==> src/logic/umfc_pkg.sv <==
// Constants, register map and carrier types for the modem flow control block
package umfc_pkg;
    localparam int UMFC_FIFO_DEPTH = 12;
    localparam int UMFC_CHAR_W = 8;
    localparam int UMFC_LVL_W = 4;
    localparam int UMFC_ADDR_W = 8;
    localparam logic [3:0] UMFC_THR_MAX = 4'hc;
    localparam logic [3:0] UMFC_THR_OFF = 4'h0;

    localparam logic [7:0] UMFC_OFS_CTRL = 8'h00;
    localparam logic [7:0] UMFC_OFS_OPT2 = 8'h04;
    localparam logic [7:0] UMFC_OFS_CHG1 = 8'h08;
    localparam logic [7:0] UMFC_OFS_LV1 = 8'h0c;
    localparam logic [7:0] UMFC_OFS_LV2 = 8'h10;
    localparam logic [7:0] UMFC_OFS_TXD = 8'h14;
    localparam logic [7:0] UMFC_OFS_RXD = 8'h18;
    localparam logic [7:0] UMFC_OFS_SPC = 8'h1c;
    localparam logic [7:0] UMFC_OFS_STAT = 8'h20;

    localparam int UMFC_CTRL_RXEN = 0;
    localparam int UMFC_CTRL_TXEN = 1;
    localparam int UMFC_OPT2_RXGATE = 0;
    localparam int UMFC_OPT2_CLRGATE = 1;
    localparam int UMFC_OPT2_REQAUTO = 2;
    localparam int UMFC_LV1_RTS = 0;
    localparam int UMFC_LV1_CTS = 4;
    localparam int UMFC_LV1_DSR = 5;
    localparam int UMFC_LV2_DTR = 1;
    localparam int UMFC_LV2_DSR = 5;
    localparam int UMFC_STAT_TXLVL = 8;
    localparam int UMFC_STAT_HOLD = 16;
    localparam int UMFC_STAT_OVR = 17;

    localparam logic [1:0] UMFC_CTRL_RST = 2'h0;
    localparam logic [2:0] UMFC_OPT2_RST = 3'h0;
    localparam logic [1:0] UMFC_RESP_OKAY = 2'h0;
    localparam logic [1:0] UMFC_RESP_SLVERR = 2'h2;

    typedef struct packed {
        logic en;
        logic [UMFC_ADDR_W-1:0] addr;
        logic [31:0] data;
        logic [3:0] strb;
    } umfc_wreq_s;

    typedef struct packed {
        logic en;
        logic [UMFC_ADDR_W-1:0] addr;
    } umfc_rreq_s;
endpackage

==> src/logic/umfc_fifo.sv <==
// Character FIFO with occupancy count, depth need not be a power of two
`timescale 1ns/1ps
module umfc_fifo
    import umfc_pkg::*;
#(
    parameter int WIDTH = UMFC_CHAR_W,
    parameter int DEPTH = UMFC_FIFO_DEPTH,
    parameter int LVL_W = UMFC_LVL_W
)
(
    input wire logic i_clk,
    input wire logic i_rst_b,
    input wire logic i_push,
    input wire logic [WIDTH-1:0] i_data,
    input wire logic i_pop,
    output logic [WIDTH-1:0] o_data,
    output logic [LVL_W-1:0] o_level,
    output logic o_empty,
    output logic o_full
);
    localparam int PTR_W = $clog2(DEPTH);
    localparam logic [PTR_W-1:0] PTR_LAST = PTR_W'(DEPTH - 1);
    localparam logic [LVL_W-1:0] LVL_FULL = LVL_W'(DEPTH);

    logic [WIDTH-1:0] mem [DEPTH];
    logic [PTR_W-1:0] wp_q, wp_d, rp_q, rp_d;
    logic [LVL_W-1:0] lvl_q, lvl_d;
    logic push_ok, pop_ok;

    assign o_empty = (lvl_q == '0);
    assign o_full = (lvl_q == LVL_FULL);
    assign o_level = lvl_q;
    assign o_data = mem[rp_q];
    assign push_ok = i_push && !o_full;
    assign pop_ok = i_pop && !o_empty;

    always_comb
    begin
        wp_d = wp_q;
        rp_d = rp_q;
        lvl_d = lvl_q;
        if (push_ok)
            wp_d = (wp_q == PTR_LAST) ? '0 : wp_q + 1'b1;
        if (pop_ok)
            rp_d = (rp_q == PTR_LAST) ? '0 : rp_q + 1'b1;
        if (push_ok && !pop_ok)
            lvl_d = lvl_q + 1'b1;
        else if (pop_ok && !push_ok)
            lvl_d = lvl_q - 1'b1;
    end

    always_ff @(posedge i_clk or negedge i_rst_b)
    begin
        if (!i_rst_b)
        begin
            wp_q <= '0;
            rp_q <= '0;
            lvl_q <= '0;
        end
        else
        begin
            wp_q <= wp_d;
            rp_q <= rp_d;
            lvl_q <= lvl_d;
        end
    end

    // Storage has no reset; the count alone decides what is valid
    always_ff @(posedge i_clk)
    begin
        if (push_ok)
            mem[wp_q] <= i_data;
    end
endmodule

==> src/logic/umfc_axil.sv <==
// AXI4-Lite slave front end, turns bus transfers into one-cycle register strobes
`timescale 1ns/1ps
module umfc_axil
    import umfc_pkg::*;
(
    input wire logic i_clk,
    input wire logic i_rst_b,
    input wire logic i_awvalid,
    output logic o_awready,
    input wire logic [UMFC_ADDR_W-1:0] i_awaddr,
    input wire logic i_wvalid,
    output logic o_wready,
    input wire logic [31:0] i_wdata,
    input wire logic [3:0] i_wstrb,
    output logic o_bvalid,
    input wire logic i_bready,
    output logic [1:0] o_bresp,
    input wire logic i_arvalid,
    output logic o_arready,
    input wire logic [UMFC_ADDR_W-1:0] i_araddr,
    output logic o_rvalid,
    input wire logic i_rready,
    output logic [31:0] o_rdata,
    output logic [1:0] o_rresp,
    output umfc_wreq_s o_wreq,
    output umfc_rreq_s o_rreq,
    input wire logic i_wok,
    input wire logic i_rok,
    input wire logic [31:0] i_rdata
);
    logic aw_v_q, aw_v_d, w_v_q, w_v_d, b_v_q, b_v_d, ar_v_q, ar_v_d, r_v_q, r_v_d;
    logic awr_q, awr_d, wr_q, wr_d, arr_q, arr_d;
    logic [UMFC_ADDR_W-1:0] aw_a_q, aw_a_d, ar_a_q, ar_a_d;
    logic [31:0] w_d_q, w_d_d, rdat_q, rdat_d;
    logic [3:0] w_s_q, w_s_d;
    logic [1:0] bresp_q, bresp_d, rresp_q, rresp_d;
    logic wr_fire, rd_fire;

    assign wr_fire = aw_v_q && w_v_q && !b_v_q;
    assign rd_fire = ar_v_q && !r_v_q;
    assign o_wreq = '{en: wr_fire, addr: aw_a_q, data: w_d_q, strb: w_s_q};
    assign o_rreq = '{en: rd_fire, addr: ar_a_q};
    assign o_awready = awr_q;
    assign o_wready = wr_q;
    assign o_arready = arr_q;
    assign o_bvalid = b_v_q;
    assign o_bresp = bresp_q;
    assign o_rvalid = r_v_q;
    assign o_rdata = rdat_q;
    assign o_rresp = rresp_q;

    always_comb
    begin
        aw_v_d = aw_v_q;
        aw_a_d = aw_a_q;
        w_v_d = w_v_q;
        w_d_d = w_d_q;
        w_s_d = w_s_q;
        b_v_d = b_v_q;
        bresp_d = bresp_q;
        ar_v_d = ar_v_q;
        ar_a_d = ar_a_q;
        r_v_d = r_v_q;
        rdat_d = rdat_q;
        rresp_d = rresp_q;
        if (i_awvalid && awr_q)
        begin
            aw_v_d = 1'b1;
            aw_a_d = i_awaddr;
        end
        if (i_wvalid && wr_q)
        begin
            w_v_d = 1'b1;
            w_d_d = i_wdata;
            w_s_d = i_wstrb;
        end
        if (b_v_q && i_bready)
            b_v_d = 1'b0;
        if (wr_fire)
        begin
            aw_v_d = 1'b0;
            w_v_d = 1'b0;
            b_v_d = 1'b1;
            bresp_d = i_wok ? UMFC_RESP_OKAY : UMFC_RESP_SLVERR;
        end
        if (i_arvalid && arr_q)
        begin
            ar_v_d = 1'b1;
            ar_a_d = i_araddr;
        end
        if (r_v_q && i_rready)
            r_v_d = 1'b0;
        if (rd_fire)
        begin
            ar_v_d = 1'b0;
            r_v_d = 1'b1;
            rdat_d = i_rdata;
            rresp_d = i_rok ? UMFC_RESP_OKAY : UMFC_RESP_SLVERR;
        end
        // One transfer per direction in flight keeps read side effects exact
        awr_d = !aw_v_d && !b_v_d;
        wr_d = !w_v_d && !b_v_d;
        arr_d = !ar_v_d && !r_v_d;
    end

    always_ff @(posedge i_clk or negedge i_rst_b)
    begin
        if (!i_rst_b)
        begin
            aw_v_q <= 1'b0;
            aw_a_q <= '0;
            w_v_q <= 1'b0;
            w_d_q <= '0;
            w_s_q <= '0;
            b_v_q <= 1'b0;
            bresp_q <= UMFC_RESP_OKAY;
            ar_v_q <= 1'b0;
            ar_a_q <= '0;
            r_v_q <= 1'b0;
            rdat_q <= '0;
            rresp_q <= UMFC_RESP_OKAY;
            awr_q <= 1'b0;
            wr_q <= 1'b0;
            arr_q <= 1'b0;
        end
        else
        begin
            aw_v_q <= aw_v_d;
            aw_a_q <= aw_a_d;
            w_v_q <= w_v_d;
            w_d_q <= w_d_d;
            w_s_q <= w_s_d;
            b_v_q <= b_v_d;
            bresp_q <= bresp_d;
            ar_v_q <= ar_v_d;
            ar_a_q <= ar_a_d;
            r_v_q <= r_v_d;
            rdat_q <= rdat_d;
            rresp_q <= rresp_d;
            awr_q <= awr_d;
            wr_q <= wr_d;
            arr_q <= arr_d;
        end
    end
endmodule

==> src/logic/umfc_top.sv <==
// Out-of-band flow control for one serial channel with its register file
// Notes on behaviour
// - Four-bit receive threshold 0 to 12; zero turns automatic DTR off.
// - Threshold and receiver on: DTR asserted while receive level below threshold.
// - At threshold DTR drops and stays low until reads lower the level.
// - Bit 1 of line_value_2 drives DTR by hand; one asserts it.
// - Receive gate enable discards characters received while DSR is deasserted.
// - Request auto output asserts RTS while transmit data is pending.
// - Auto RTS drops once everything is sent, until new data is written.
// - Without auto RTS, line_value_1 drives RTS by software.
// - Clear gate enable lets characters go only while CTS is asserted.
// - After CTS drops, the shifting and held characters still go out.
// - Gated transmission resumes by itself when CTS returns.
// - Special character send ignores CTS; the gate covers FIFO data only.
// - With automatic control off, the four pins act as general purpose I/O.
// - RTS and CTS belong to the transmitter, DTR and DSR to the receiver.
// - CTS is sampled on FIFO to holding moves, not holding to shifter.
// - Line value bits are inverted against pin levels.
//
// Local design decisions: the register offsets and the AXI4-Lite register port.
`timescale 1ns/1ps
module umfc_top
    import umfc_pkg::*;
(
    input wire logic i_sys_clk,
    input wire logic i_rst_b,
    input wire logic i_awvalid,
    output logic o_awready,
    input wire logic [UMFC_ADDR_W-1:0] i_awaddr,
    input wire logic i_wvalid,
    output logic o_wready,
    input wire logic [31:0] i_wdata,
    input wire logic [3:0] i_wstrb,
    output logic o_bvalid,
    input wire logic i_bready,
    output logic [1:0] o_bresp,
    input wire logic i_arvalid,
    output logic o_arready,
    input wire logic [UMFC_ADDR_W-1:0] i_araddr,
    output logic o_rvalid,
    input wire logic i_rready,
    output logic [31:0] o_rdata,
    output logic [1:0] o_rresp,
    input wire logic i_rx_valid,
    input wire logic [UMFC_CHAR_W-1:0] i_rx_char,
    output logic o_tx_valid,
    output logic [UMFC_CHAR_W-1:0] o_tx_char,
    input wire logic i_tx_ready,
    input wire logic i_tx_busy,
    input wire logic i_cts_b,
    input wire logic i_dsr_b,
    output logic o_rts_b,
    output logic o_dtr_b
);
    logic [1:0] rst_sync_q;
    logic rst_b;
    umfc_wreq_s wreq;
    umfc_rreq_s rreq;
    logic wok, rok;
    logic [31:0] rdata;

    logic [1:0] ctrl_q, ctrl_d;
    logic [2:0] opt2_q, opt2_d;
    logic [3:0] thr_q, thr_d;
    logic lv1_rts_q, lv1_rts_d, lv2_dtr_q, lv2_dtr_d;
    logic ovr_q, ovr_d;
    logic spc_v_q, spc_v_d, hold_v_q, hold_v_d;
    logic [UMFC_CHAR_W-1:0] spc_q, spc_d, hold_q, hold_d;
    logic rts_b_q, rts_b_d, dtr_b_q, dtr_b_d;

    logic rx_en, tx_en, rx_gate, clr_gate, req_auto, cts_on, dsr_on;
    logic rx_push, rx_pop, rx_empty, rx_full, tx_push, tx_pop, tx_empty, tx_full;
    logic [UMFC_CHAR_W-1:0] rx_head, tx_head;
    logic [UMFC_LVL_W-1:0] rx_level, tx_level;
    logic tx_pending, wr_byte0;

    // Reset is applied at once but released only after two clean edges
    always_ff @(posedge i_sys_clk or negedge i_rst_b)
    begin
        if (!i_rst_b)
            rst_sync_q <= 2'h0;
        else
            rst_sync_q <= {rst_sync_q[0], 1'b1};
    end
    assign rst_b = rst_sync_q[1];

    umfc_axil u_bus (
        .i_clk(i_sys_clk), .i_rst_b(rst_b),
        .i_awvalid(i_awvalid), .o_awready(o_awready), .i_awaddr(i_awaddr),
        .i_wvalid(i_wvalid), .o_wready(o_wready), .i_wdata(i_wdata), .i_wstrb(i_wstrb),
        .o_bvalid(o_bvalid), .i_bready(i_bready), .o_bresp(o_bresp),
        .i_arvalid(i_arvalid), .o_arready(o_arready), .i_araddr(i_araddr),
        .o_rvalid(o_rvalid), .i_rready(i_rready), .o_rdata(o_rdata), .o_rresp(o_rresp),
        .o_wreq(wreq), .o_rreq(rreq), .i_wok(wok), .i_rok(rok), .i_rdata(rdata)
    );

    umfc_fifo u_rx_fifo (
        .i_clk(i_sys_clk), .i_rst_b(rst_b), .i_push(rx_push), .i_data(i_rx_char),
        .i_pop(rx_pop), .o_data(rx_head), .o_level(rx_level), .o_empty(rx_empty), .o_full(rx_full)
    );

    umfc_fifo u_tx_fifo (
        .i_clk(i_sys_clk), .i_rst_b(rst_b), .i_push(tx_push), .i_data(wreq.data[UMFC_CHAR_W-1:0]),
        .i_pop(tx_pop), .o_data(tx_head), .o_level(tx_level), .o_empty(tx_empty), .o_full(tx_full)
    );

    assign rx_en = ctrl_q[UMFC_CTRL_RXEN];
    assign tx_en = ctrl_q[UMFC_CTRL_TXEN];
    assign rx_gate = opt2_q[UMFC_OPT2_RXGATE];
    assign clr_gate = opt2_q[UMFC_OPT2_CLRGATE];
    assign req_auto = opt2_q[UMFC_OPT2_REQAUTO];
    assign cts_on = !i_cts_b;
    assign dsr_on = !i_dsr_b;
    assign wr_byte0 = wreq.en && wreq.strb[0];

    // Characters complete on i_rx_valid; DSR is looked at in that same cycle
    assign rx_push = i_rx_valid && rx_en && !(rx_gate && !dsr_on);
    assign rx_pop = rreq.en && (rreq.addr == UMFC_OFS_RXD);
    assign tx_push = wr_byte0 && (wreq.addr == UMFC_OFS_TXD);
    assign tx_pending = !tx_empty || hold_v_q || spc_v_q || i_tx_busy;

    // Holding register feeds the external shifter; CTS is only consulted on the FIFO side
    assign tx_pop = !hold_v_q && !spc_v_q && tx_en && !tx_empty && (!clr_gate || cts_on);

    always_comb
    begin
        hold_v_d = hold_v_q;
        hold_d = hold_q;
        spc_v_d = spc_v_q;
        spc_d = spc_q;
        if (hold_v_q && i_tx_ready)
            hold_v_d = 1'b0;
        if (!hold_v_q && spc_v_q)
        begin
            hold_v_d = 1'b1;
            hold_d = spc_q;
            spc_v_d = 1'b0;
        end
        else if (tx_pop)
        begin
            hold_v_d = 1'b1;
            hold_d = tx_head;
        end
        if (wr_byte0 && (wreq.addr == UMFC_OFS_SPC) && !spc_v_q)
        begin
            spc_v_d = 1'b1;
            spc_d = wreq.data[UMFC_CHAR_W-1:0];
        end
    end

    // Register writes; a threshold above the FIFO size is clamped to it
    always_comb
    begin
        ctrl_d = ctrl_q;
        opt2_d = opt2_q;
        thr_d = thr_q;
        lv1_rts_d = lv1_rts_q;
        lv2_dtr_d = lv2_dtr_q;
        if (wr_byte0)
        begin
            unique case (wreq.addr)
                UMFC_OFS_CTRL: ctrl_d = wreq.data[1:0];
                UMFC_OFS_OPT2: opt2_d = wreq.data[2:0];
                UMFC_OFS_CHG1: thr_d = (wreq.data[3:0] > UMFC_THR_MAX) ? UMFC_THR_MAX : wreq.data[3:0];
                UMFC_OFS_LV1: lv1_rts_d = wreq.data[UMFC_LV1_RTS];
                UMFC_OFS_LV2: lv2_dtr_d = wreq.data[UMFC_LV2_DTR];
                default: ;
            endcase
        end
        // Overrun is sticky; a new overrun beats the clear by a status read
        ovr_d = ovr_q;
        if (rreq.en && (rreq.addr == UMFC_OFS_STAT))
            ovr_d = 1'b0;
        if (rx_push && rx_full)
            ovr_d = 1'b1;
    end

    // Pin drivers: compared afresh every cycle, registered once
    always_comb
    begin
        if (thr_q != UMFC_THR_OFF)
            dtr_b_d = !(rx_en && (rx_level < thr_q));
        else
            dtr_b_d = !lv2_dtr_q;
        if (req_auto)
            rts_b_d = !tx_pending;
        else
            rts_b_d = !lv1_rts_q;
    end

    always_comb
    begin
        rok = 1'b1;
        rdata = '0;
        unique case (rreq.addr)
            UMFC_OFS_CTRL: rdata[1:0] = ctrl_q;
            UMFC_OFS_OPT2: rdata[2:0] = opt2_q;
            UMFC_OFS_CHG1: rdata[3:0] = thr_q;
            UMFC_OFS_LV1:
            begin
                rdata[UMFC_LV1_RTS] = !rts_b_q;
                rdata[UMFC_LV1_CTS] = cts_on;
                rdata[UMFC_LV1_DSR] = dsr_on;
            end
            UMFC_OFS_LV2:
            begin
                rdata[UMFC_LV2_DTR] = !dtr_b_q;
                rdata[UMFC_LV2_DSR] = dsr_on;
            end
            UMFC_OFS_TXD: rdata[UMFC_LVL_W-1:0] = tx_level;
            UMFC_OFS_RXD: rdata[UMFC_CHAR_W-1:0] = rx_empty ? '0 : rx_head;
            UMFC_OFS_SPC: rdata[UMFC_CHAR_W:0] = {spc_v_q, spc_q};
            UMFC_OFS_STAT:
            begin
                rdata[UMFC_LVL_W-1:0] = rx_level;
                rdata[UMFC_STAT_TXLVL +: UMFC_LVL_W] = tx_level;
                rdata[UMFC_STAT_HOLD] = hold_v_q;
                rdata[UMFC_STAT_OVR] = ovr_q;
            end
            default: rok = 1'b0;
        endcase
    end

    assign wok = (wreq.addr == UMFC_OFS_CTRL) || (wreq.addr == UMFC_OFS_OPT2) ||
        (wreq.addr == UMFC_OFS_CHG1) || (wreq.addr == UMFC_OFS_LV1) || (wreq.addr == UMFC_OFS_LV2) ||
        (wreq.addr == UMFC_OFS_TXD) || (wreq.addr == UMFC_OFS_SPC);

    always_ff @(posedge i_sys_clk or negedge rst_b)
    begin
        if (!rst_b)
        begin
            ctrl_q <= UMFC_CTRL_RST;
            opt2_q <= UMFC_OPT2_RST;
            thr_q <= UMFC_THR_OFF;
            lv1_rts_q <= 1'b0;
            lv2_dtr_q <= 1'b0;
            ovr_q <= 1'b0;
            spc_v_q <= 1'b0;
            spc_q <= '0;
            hold_v_q <= 1'b0;
            hold_q <= '0;
            rts_b_q <= 1'b1;
            dtr_b_q <= 1'b1;
        end
        else
        begin
            ctrl_q <= ctrl_d;
            opt2_q <= opt2_d;
            thr_q <= thr_d;
            lv1_rts_q <= lv1_rts_d;
            lv2_dtr_q <= lv2_dtr_d;
            ovr_q <= ovr_d;
            spc_v_q <= spc_v_d;
            spc_q <= spc_d;
            hold_v_q <= hold_v_d;
            hold_q <= hold_d;
            rts_b_q <= rts_b_d;
            dtr_b_q <= dtr_b_d;
        end
    end

    assign o_rts_b = rts_b_q;
    assign o_dtr_b = dtr_b_q;
    assign o_tx_valid = hold_v_q;
    assign o_tx_char = hold_q;
endmodule

==> config.mk <==
export PLATFORM = sky130hd
export DESIGN_NAME = umfc_top
export DESIGN_NICKNAME = d
export VERILOG_FILES = /design/src/logic/umfc_pkg.sv /design/src/logic/umfc_fifo.sv /design/src/logic/umfc_axil.sv /design/src/logic/umfc_top.sv
export SDC_FILE = /design/constraint.sdc
export NUM_CORES = 1
export LEC_CHECK = 0
export BUFFER_PORTS_ARGS = -buffer_cell sky130_fd_sc_hd__clkbuf_2
export CAP_MARGIN = 40
export CORE_AREA = 2 2 182 184
export CTS_CLUSTER_DIAMETER = 30
export DETAILED_ROUTE_END_ITERATION = 10
export DIE_AREA = 0 0 184 186
export PLACE_DENSITY = 0.61
export SLEW_MARGIN = 20
export SYNTH_ARGS = -nofsm -noshare
export SYNTH_HDL_FRONTEND = slang
export SYNTH_SLANG_ARGS = --single-unit
==> constraint.sdc <==
create_clock -name i_sys_clk -period 4.9 [get_ports i_sys_clk]
set_input_delay 0.245 -clock i_sys_clk [delete_from_list [all_inputs] [get_ports i_sys_clk]]
set_output_delay 0.245 -clock i_sys_clk [all_outputs]
set_load 0.1 [all_outputs]
==> results.txt, run 1 <==
The run finished with clean final reports. The total number of vias is 7343. The number of flops mapped to enable cells by yosys is 192. The post-cts resize count came out at 0.

During I/O placement, the number of pins put on the boundary was 124. After detailed routing, the number of remaining DRC violations is 0. The critical path in this run is classified as reg2reg.

For this run, the share of the core covered by cells in the final layout is 0.4965. The clock period minus worst slack came out at 3383 ps. The clock passes through at most 3 buffers.

Relative to the synthesized area, the layout overhead comes to 25.65%. The count of hold-fix buffers inserted at cts came out at 35. The final number of hold-violating endpoints came out at 0.

STA classifies the critical path endpoint as a register. The standard-cell row count came out at 66. The HPWL after detailed placement is 17620 µm. In the layout the commonest cells are 192 x edfxtp_1, 103 x dfrtp_1, 76 x clkbuf_2, 62 x nand2_1, 57 x clkbuf_16. The average wire per cell in the routed design came out at 18.95 µm. The clock tree from TritonCTS is yes. The number of routed nets with antenna violations is 0. The share of the cycle needed by the critical path after routing is 0.6904. The horizontal die dimension is 184 µm. The largest net degree at the start of global routing is 50. The first-pass GRT wire length is 42970 µm. The peak supply drop is 439.6 µV. The clock sink total came out at 299. The routed design has 27170 µm of wire. The number of clock buffers inserted by TritonCTS came out at 57. The gate count after technology mapping is 822. The fraction of layout instances using a drive strength above 1 is 0.2836. The synthesized design spends more area on one cell type than any other, namely edfxtp_1. The setup TNS after final layout is 0 ps.

The initial antenna violation count came out at 0. The required time of the critical path came out at 5330 ps. At the pin with the least slew margin, the transition time is 834.6 ps. The static power due to leakage is 6.074 nW. The share of the Yosys chip area taken by registers is 0.6637. The number of pins exceeding their max-slew limit in the final report is 0. The mean cell area of the mapped netlist is 15.48 µm².

The maximum level of the CTS H-tree is 2. The total congestion overflow after global routing came out at 0. CTS placed an instance of clkbuf_16 at the clock tree root. After layout, the design draws a total of 9.370 mW.

In the synthesized netlist the dominant register cell turns out to be edfxtp_1. The worst setup path is launched from a register. The ratio of total power to cell area came out at 586.0 mW/mm². The proportion of register bits with asynchronous set or reset after synthesis came out at 0.3579. The post-place setup slack came out at 1546 ps. Setup repair after global routing left no endpoint under its margin. The detailed-routing iteration count for the pre-antenna-repair pass came out at 5. Yosys printed 0 warnings.

The DRC marker count from the first detailed-route iteration is 470. For this configuration, the core starts out at a cell density of 0.3951. The leading cell type in the layout, fill and taps excluded is edfxtp_1. The final clock skew is 21.90 ps. The floorplan die area is 0.03422 mm². The final layout contains 1071 nets. The count of input and output buffers is 76. Setup slack on the critical path of the routed design comes to 1517 ps. Yosys mapped the design onto 66 distinct sky130hd cell types.

STA puts the critical path data arrival time at 3810 ps. Derived from the worst setup path, the maximum achievable clock frequency is 295.6 MHz. By area the synthesized netlist is led by edfxtp_1 45%, dfrtp_1 21%, mux4_2 8.8%. The count of max-cap constraint violations came out at 0. The number of global-route vias before repair is 7518. The number of synthesized register bits is 299. The final number of setup-violating endpoints came out at 0.

For the worst-skew pair, the clock arrives at the later sink with an insertion delay of 560 ps. The synthesized cell area came out at 0.01272 mm². The repair_antennas step left the layout with diodes totalling 0. The largest fanout of any net on the critical path came out at 10.

The aggregate global-route resource usage is 0.1644. The placeable core region came out at 0.03221 mm². The final weighted congestion of routability-driven global placement is 0.7879.

The vias per cell came out at 5.121. Of the post-synthesis cell area, the dominant cell type holds 0.4531. The path class of the tightest hold or removal check is in2reg. The chip height is 186 µm. Across all hold checks on the routed design, the worst slack comes to 28.16 ps.

The clock-pin slew reported for the worst setup and hold paths after clock tree synthesis is 50 ps. The tightest slew margin relative to the limit is 0.4385. Once the clock tree was built, the setup fixing pass inserted 0 buffers.
-- logic make-up after synthesis --
| kind of cell | after synthesis | synth area share |
|---|---|---|
| DFF | 299 | 0.6637 |
| and+or+nand+nor | 175 | 0.07188 |
| AOI/OAI and AO/OA | 121 | 0.05880 |
| muxes | 119 | 0.1477 |
| buffers and inverters | 77 | 0.02999 |
| adders and majority gates | 21 | 0.02183 |
| xor gates and xnor gates | 8 | 0.005507 |
| other | 2 | 0.0005902 |
-- area by class of cell --
type	instances	area [µm²]
Clock buffer	69	1491
Clock inverter	38	550.5
Fill cell	2693	16220
Inverter	19	71.32
Multi-Input combinational cell	465	3969
Sequential cell	299	8451
Tap cell	408	510.5
Timing Repair Buffer	136	945.9
-- sequential cells by signal (all words and copies together) (netlist names), 2 cells and up --
register           flops
u_rx_fifo.mem         96
u_tx_fifo.mem         96
u_bus.o_rdata         14
o_tx_char              8
spc_q                  8
u_bus.ar_a_q           8
u_bus.aw_a_q           8
u_bus.w_d_q            8
thr_q                  4
u_rx_fifo.o_level      4
u_rx_fifo.rp_q         4
u_rx_fifo.wp_q         4
u_tx_fifo.o_level      4
u_tx_fifo.rp_q         4
u_tx_fifo.wp_q         4
opt2_q                 3
ctrl_q                 2
rst_sync_q             2
-- critical path, stage by stage (launching register included) --
cell     delay (ps)
dfrtp_1         400
nor4b_2         570
nand3_1         210
nor4_4          680
ha_1            300
inv_1            90
ha_1            290
a21o_1          180
a21oi_1         170
xnor2_1         140
nor2_1           70
xor2_1          140
-- cell usage after synthesis, drive strengths merged, types with 6 or more instances --
| library cell | count |
|---|---|
| mux2i | 22 |
| mux4 | 50 |
| nor3 | 16 |
| nand2b | 8 |
| a22o | 7 |
| buf | 33 |
| nor4 | 11 |
| edfxtp | 192 |
| mux2 | 47 |
| a31oi | 13 |
| nor2b | 9 |
| a21o | 16 |
| xnor2 | 6 |
| dfrtp | 105 |
| a21oi | 19 |
| clkbuf | 25 |
| nand2 | 64 |
| inv | 19 |
| ha | 19 |
| nor2 | 39 |
| o21ai | 46 |
-- metal layers --
metal,track usage,routed length [µm],up-vias
li1,-,-,3430
met1,0.2425,13210,3659
met2,0.2506,12200,218
met3,0.02974,1365,36
met4,0.04576,403,0
met5,0,0,-
-- power by group --
| group | internal [mW] | switching (mW) |
|---|---|---|
| Combinational | 0.611 | 1.13 |
| Clock | 2.76 | 1.28 |
| Sequential | 3.08 | 0.510 |
-- metrics by stage --
step	instance area, µm²	instances
after floorplan	12800	841
after global placement	13480	1280
after detailed placement	13540	1285
after CTS	15940	1427
after global routing	15990	1434
final	15990	1434
-- final timing paths --
kind,startpoint,to,slack [ps],cells after the start
max in group asynchronous,rst_sync_q[1],o_dtr_b,3520,2
worst min register to register,rst_sync_q[1],u_bus.w_d_q[2],210,0
worst max register to register,u_bus.aw_a_q[5],u_tx_fifo.o_level[3],1520,11
min in group asynchronous,rst_sync_q[1],u_bus.w_d_q[2],210,0
worst min-delay path,i_rx_valid,ovr_q,30,3
worst max-delay path,u_bus.aw_a_q[5],u_tx_fifo.o_level[3],1520,11
(Power assumes the default switching activity.)
==> run 2, diff against run 1 <==
--- a/config.mk
+++ b/config.mk
@@ -11,7 +11,7 @@
 export CTS_CLUSTER_DIAMETER = 30
 export DETAILED_ROUTE_END_ITERATION = 10
 export DIE_AREA = 0 0 184 186
-export PLACE_DENSITY = 0.61
+export PLACE_DENSITY = 0.63
 export SLEW_MARGIN = 20
 export SYNTH_ARGS = -nofsm -noshare
 export SYNTH_HDL_FRONTEND = slang
==> constraint.sdc (replaced) <==
create_clock -name i_sys_clk -period 3.1 [get_ports i_sys_clk]
set_input_delay 0.155 -clock i_sys_clk [delete_from_list [all_inputs] [get_ports i_sys_clk]]
set_output_delay 0.155 -clock i_sys_clk [all_outputs]
set_load 0.1 [all_outputs]
==> run 2 against run 1 <==
Sequential cell count did not move. Clock power rose by 60%. Sequential power rose by 54%. Final cell count rose by 2.4%. Global-route usage fell by 0.14 points. Final area rose by 1.7%. Maximum frequency rose by 18%. Critical path type unchanged. Critical endpoint is now u_rx_fifo.o_level[3]. Largest power group unchanged. Highest routed layer unchanged.
==> results.txt, run 2 (synthesis results as in run 1) <==
The flow ran to the end, and the final reports show no timing, DRC or antenna violations. The placeable core region was 0.03221 mm² (unchanged). The DRC marker count from the first detailed-route iteration is 505 (+7.4%).

The layout-stage area growth over the synthesis result came out at 27.73%. The post-place setup slack is 282.1 ps (-1264 ps). The source of the worst hold timing path is i_cts_b. In this run the critical register-to-register path is captured at u_rx_fifo.o_level[3].

The post-detailed-routing wire length came out at 26920 µm (-0.92%). Among the stages of the critical path, the cell type that occurs most often is ha_1. The initial antenna violation count came out at 0 (unchanged). The count of buffering cells on the critical path with inverters included was 1 (unchanged).

The largest fanout of any net on the critical path is 6 (-4). The footprint of the flip-flops and latches is 0.008449 mm² (about the same). The arrival time at the worst endpoint is 3330 ps (-480 ps).

The internal power is 10.17 mW (+58%). The final weighted congestion of routability-driven global placement is 0.8140 (+3.3%). The slew at the pin with the worst max-slew slack is 750.1 ps (-84.49 ps).

The type of the tightest min-delay check is in2reg. The largest net degree at the start of global routing came out at 43 (-14%). The static power due to leakage came out at 6.250 nW (+2.9%). The floorplan die area came to 0.03422 mm² (unchanged). The cell area after layout came out at 0.01625 mm² (+1.7%). The standard-cell row count is 66 (unchanged).

Setup repair after global routing left no endpoint under its margin. The clock period minus worst slack is 2874 ps (-508.7 ps). The number of pins exceeding their max-slew limit in the final report came out at 0 (unchanged). The detailed-routing iteration count for the pre-antenna-repair pass came out at 7 (+2).

The maximum single-stage delay on the critical path came out at 560 ps (-120 ps). The library cell used most frequently in the layout, excluding fill and tap cells, is edfxtp_1. The critical path starts at u_bus.ar_a_q[1]. The number of cells in the design after placement came out at 1312 (+2.1%).

The setup slack after layout is 225.8 ps (-1291 ps). The reg2reg setup slack is 230 ps (-1290 ps). The total I/O pin count came out at 124 (unchanged). The peak supply drop came out at 798.5 µV (+82%). The count of max-cap constraint violations is 0 (unchanged). The total congestion overflow after global routing came out at 0 (unchanged). The maximum level of the CTS H-tree is 2 (unchanged). The type of the worst setup path is reg2reg. The clock network latency to the later pin of the worst-skew pair is 580 ps (+20 ps).

The number of clock buffers inserted by TritonCTS was 60 (+5.3%). The area of the multi-input gates is 0.003969 mm² (unchanged). The chip height is 186 µm (unchanged). The cell family contributing the most delay on the critical path is simple AND/OR/NAND/NOR gates. The final number of setup-violating endpoints came out at 0 (unchanged).

The count of cells along the worst hold path came out at 5 (+2). The proportion of total power due to net switching is 0.3191 (+0.006596). Walking the worst path, the cells encountered are or4_4 > nor4_4 > nand2_2 > ha_1 > inv_1 > ha_1 > a21o_1 > a21oi_1 > xnor2_1 > nor2_1 > xor2_1. The cell depth of the worst flop-to-flop path is 11 (unchanged). The clock-pin slew reported for the worst setup and hold paths after clock tree synthesis came out at 50 ps (about the same). The required time of the critical path came out at 3560 ps (-1770 ps).

The number of global-route vias before repair was 7721 (+2.7%). The final design utilization is 0.5047 (+0.008197). The final cell count without fillers came out at 1469 (+2.4%). The residual DRC count is 0 (unchanged).

The tightest slew margin relative to the limit came to 0.5000 (+0.06146). The average wire per cell in the routed design came out at 18.33 µm (-3.3%). The horizontal die dimension came to 184 µm (unchanged). The fraction of layout instances using a drive strength above 1 is 0.2988 (+0.01515). TritonCTS built the clock tree.

The ratio of total power to cell area came to 919.3 mW/mm² (+57%). The share of the cycle needed by the critical path after routing came to 0.9272 (+0.2368). The share of power burned in combinational logic came out at 0.197 (+0.011). The kind of end point of the critical path is a register. The category of the worst setup path launch point is a register. In the layout the commonest cells are 192 x edfxtp_1, 104 x dfrtp_1, 76 x clkbuf_2, 62 x nand2_1, 60 x clkbuf_16. The maximum clock insertion buffer count came out at 3 (unchanged). The setup TNS after final layout is 0 ps (unchanged). The aggregate global-route resource usage came out at 0.1630 (-0.001364). The worst hold endpoint is o_tx_valid.

The buffer count from post-CTS setup fixing came to 0 (unchanged). The first-pass GRT wire length was 42990 µm (about the same). The clock root buffer is clkbuf_16. The clock sink total is 299 (unchanged). The power consumption is 14.94 mW (+59%). The maximum operating frequency came out at 347.9 MHz (+18%). The final clock skew is 28.19 ps (+6.292 ps).

The count of input and output buffers came out at 76 (unchanged). The number of routed nets with antenna violations was 0 (unchanged). The total number of vias is 7485 (+1.9%). The antenna diode count is 0 (unchanged). The initial standard-cell utilization of the core was 0.3951 (unchanged). The number of inserted filler cells in the final layout came out at 2659 (-1.3%).

The clock network power share is 0.434 (+0.003). The net load switching power is 4.769 mW (+63%). The HPWL after detailed placement is 18030 µm (+2.3%). The slowest stage of the critical path is the or4_4 cell. The sequential fraction of design power is 0.369 (-0.014). The worst hold margin came to 128.2 ps (+100.1 ps).

The vias per cell is 5.095 (-0.49%). The instance area at placement came to 0.01373 mm² (+1.3%). The worst flop-to-flop path startpoint is u_bus.ar_a_q[1].

The net count reported at finish is 1104 (+3.1%). The final number of hold-violating endpoints came out at 0 (unchanged).
[run 2: cell type report]
type,instances,area share
repair buffers,166,0.07236
flip-flops and latches,299,0.5199
clock buffers,66,0.09438
inverters,19,0.004388
clock inverters,46,0.03341
well taps,408,0.03141
multi-input cells,465,0.2442
[run 2: worst min-delay path: stages]
cell      delay [ps]
clkbuf_2         110
nand2_1           60
and4_1           220
inv_2             60
nand3_1           60
[run 2: power groups by stage]
stage / clock [mW] / sequential (mW) / combinational, mW
5_1_grt: 6.79 / 5.62 / 3.17
4_1_cts: 6.56 / 5.53 / 2.95
6_report: 6.48 / 5.52 / 2.94
3_3_place_gp: 0 / 5.57 / 2.85
2_1_floorplan: 0 / 6.09 / 1.63
3_5_place_dp: 0 / 5.59 / 2.88
[run 2: how the worst max path moves through the flow]
stage,endpoint,depth (start not counted)
after CTS,u_rx_fifo.o_level[3],11
after detailed placement,u_rx_fifo.o_level[3],11
after global routing,u_tx_fifo.o_level[3],11
final,u_rx_fifo.o_level[3],11
after global placement,u_rx_fifo.o_level[3],11
after floorplan,u_tx_fifo.o_level[3],12
[run 2: layer usage]
layer | track usage | up-vias | share of wire
li1 | - | 3493 | -
met1 | 0.2365 | 3698 | 0.48
met2 | 0.2457 | 239 | 0.44
met3 | 0.03170 | 55 | 0.055
met4 | 0.05728 | 0 | 0.025
met5 | 0 | - | 0
[run 2: repair_timing]
item | in CTS | in global routing
hold endpoints to repair | 134 | 0
hold buffers | 45 | 0
resized for setup | 0 | 0
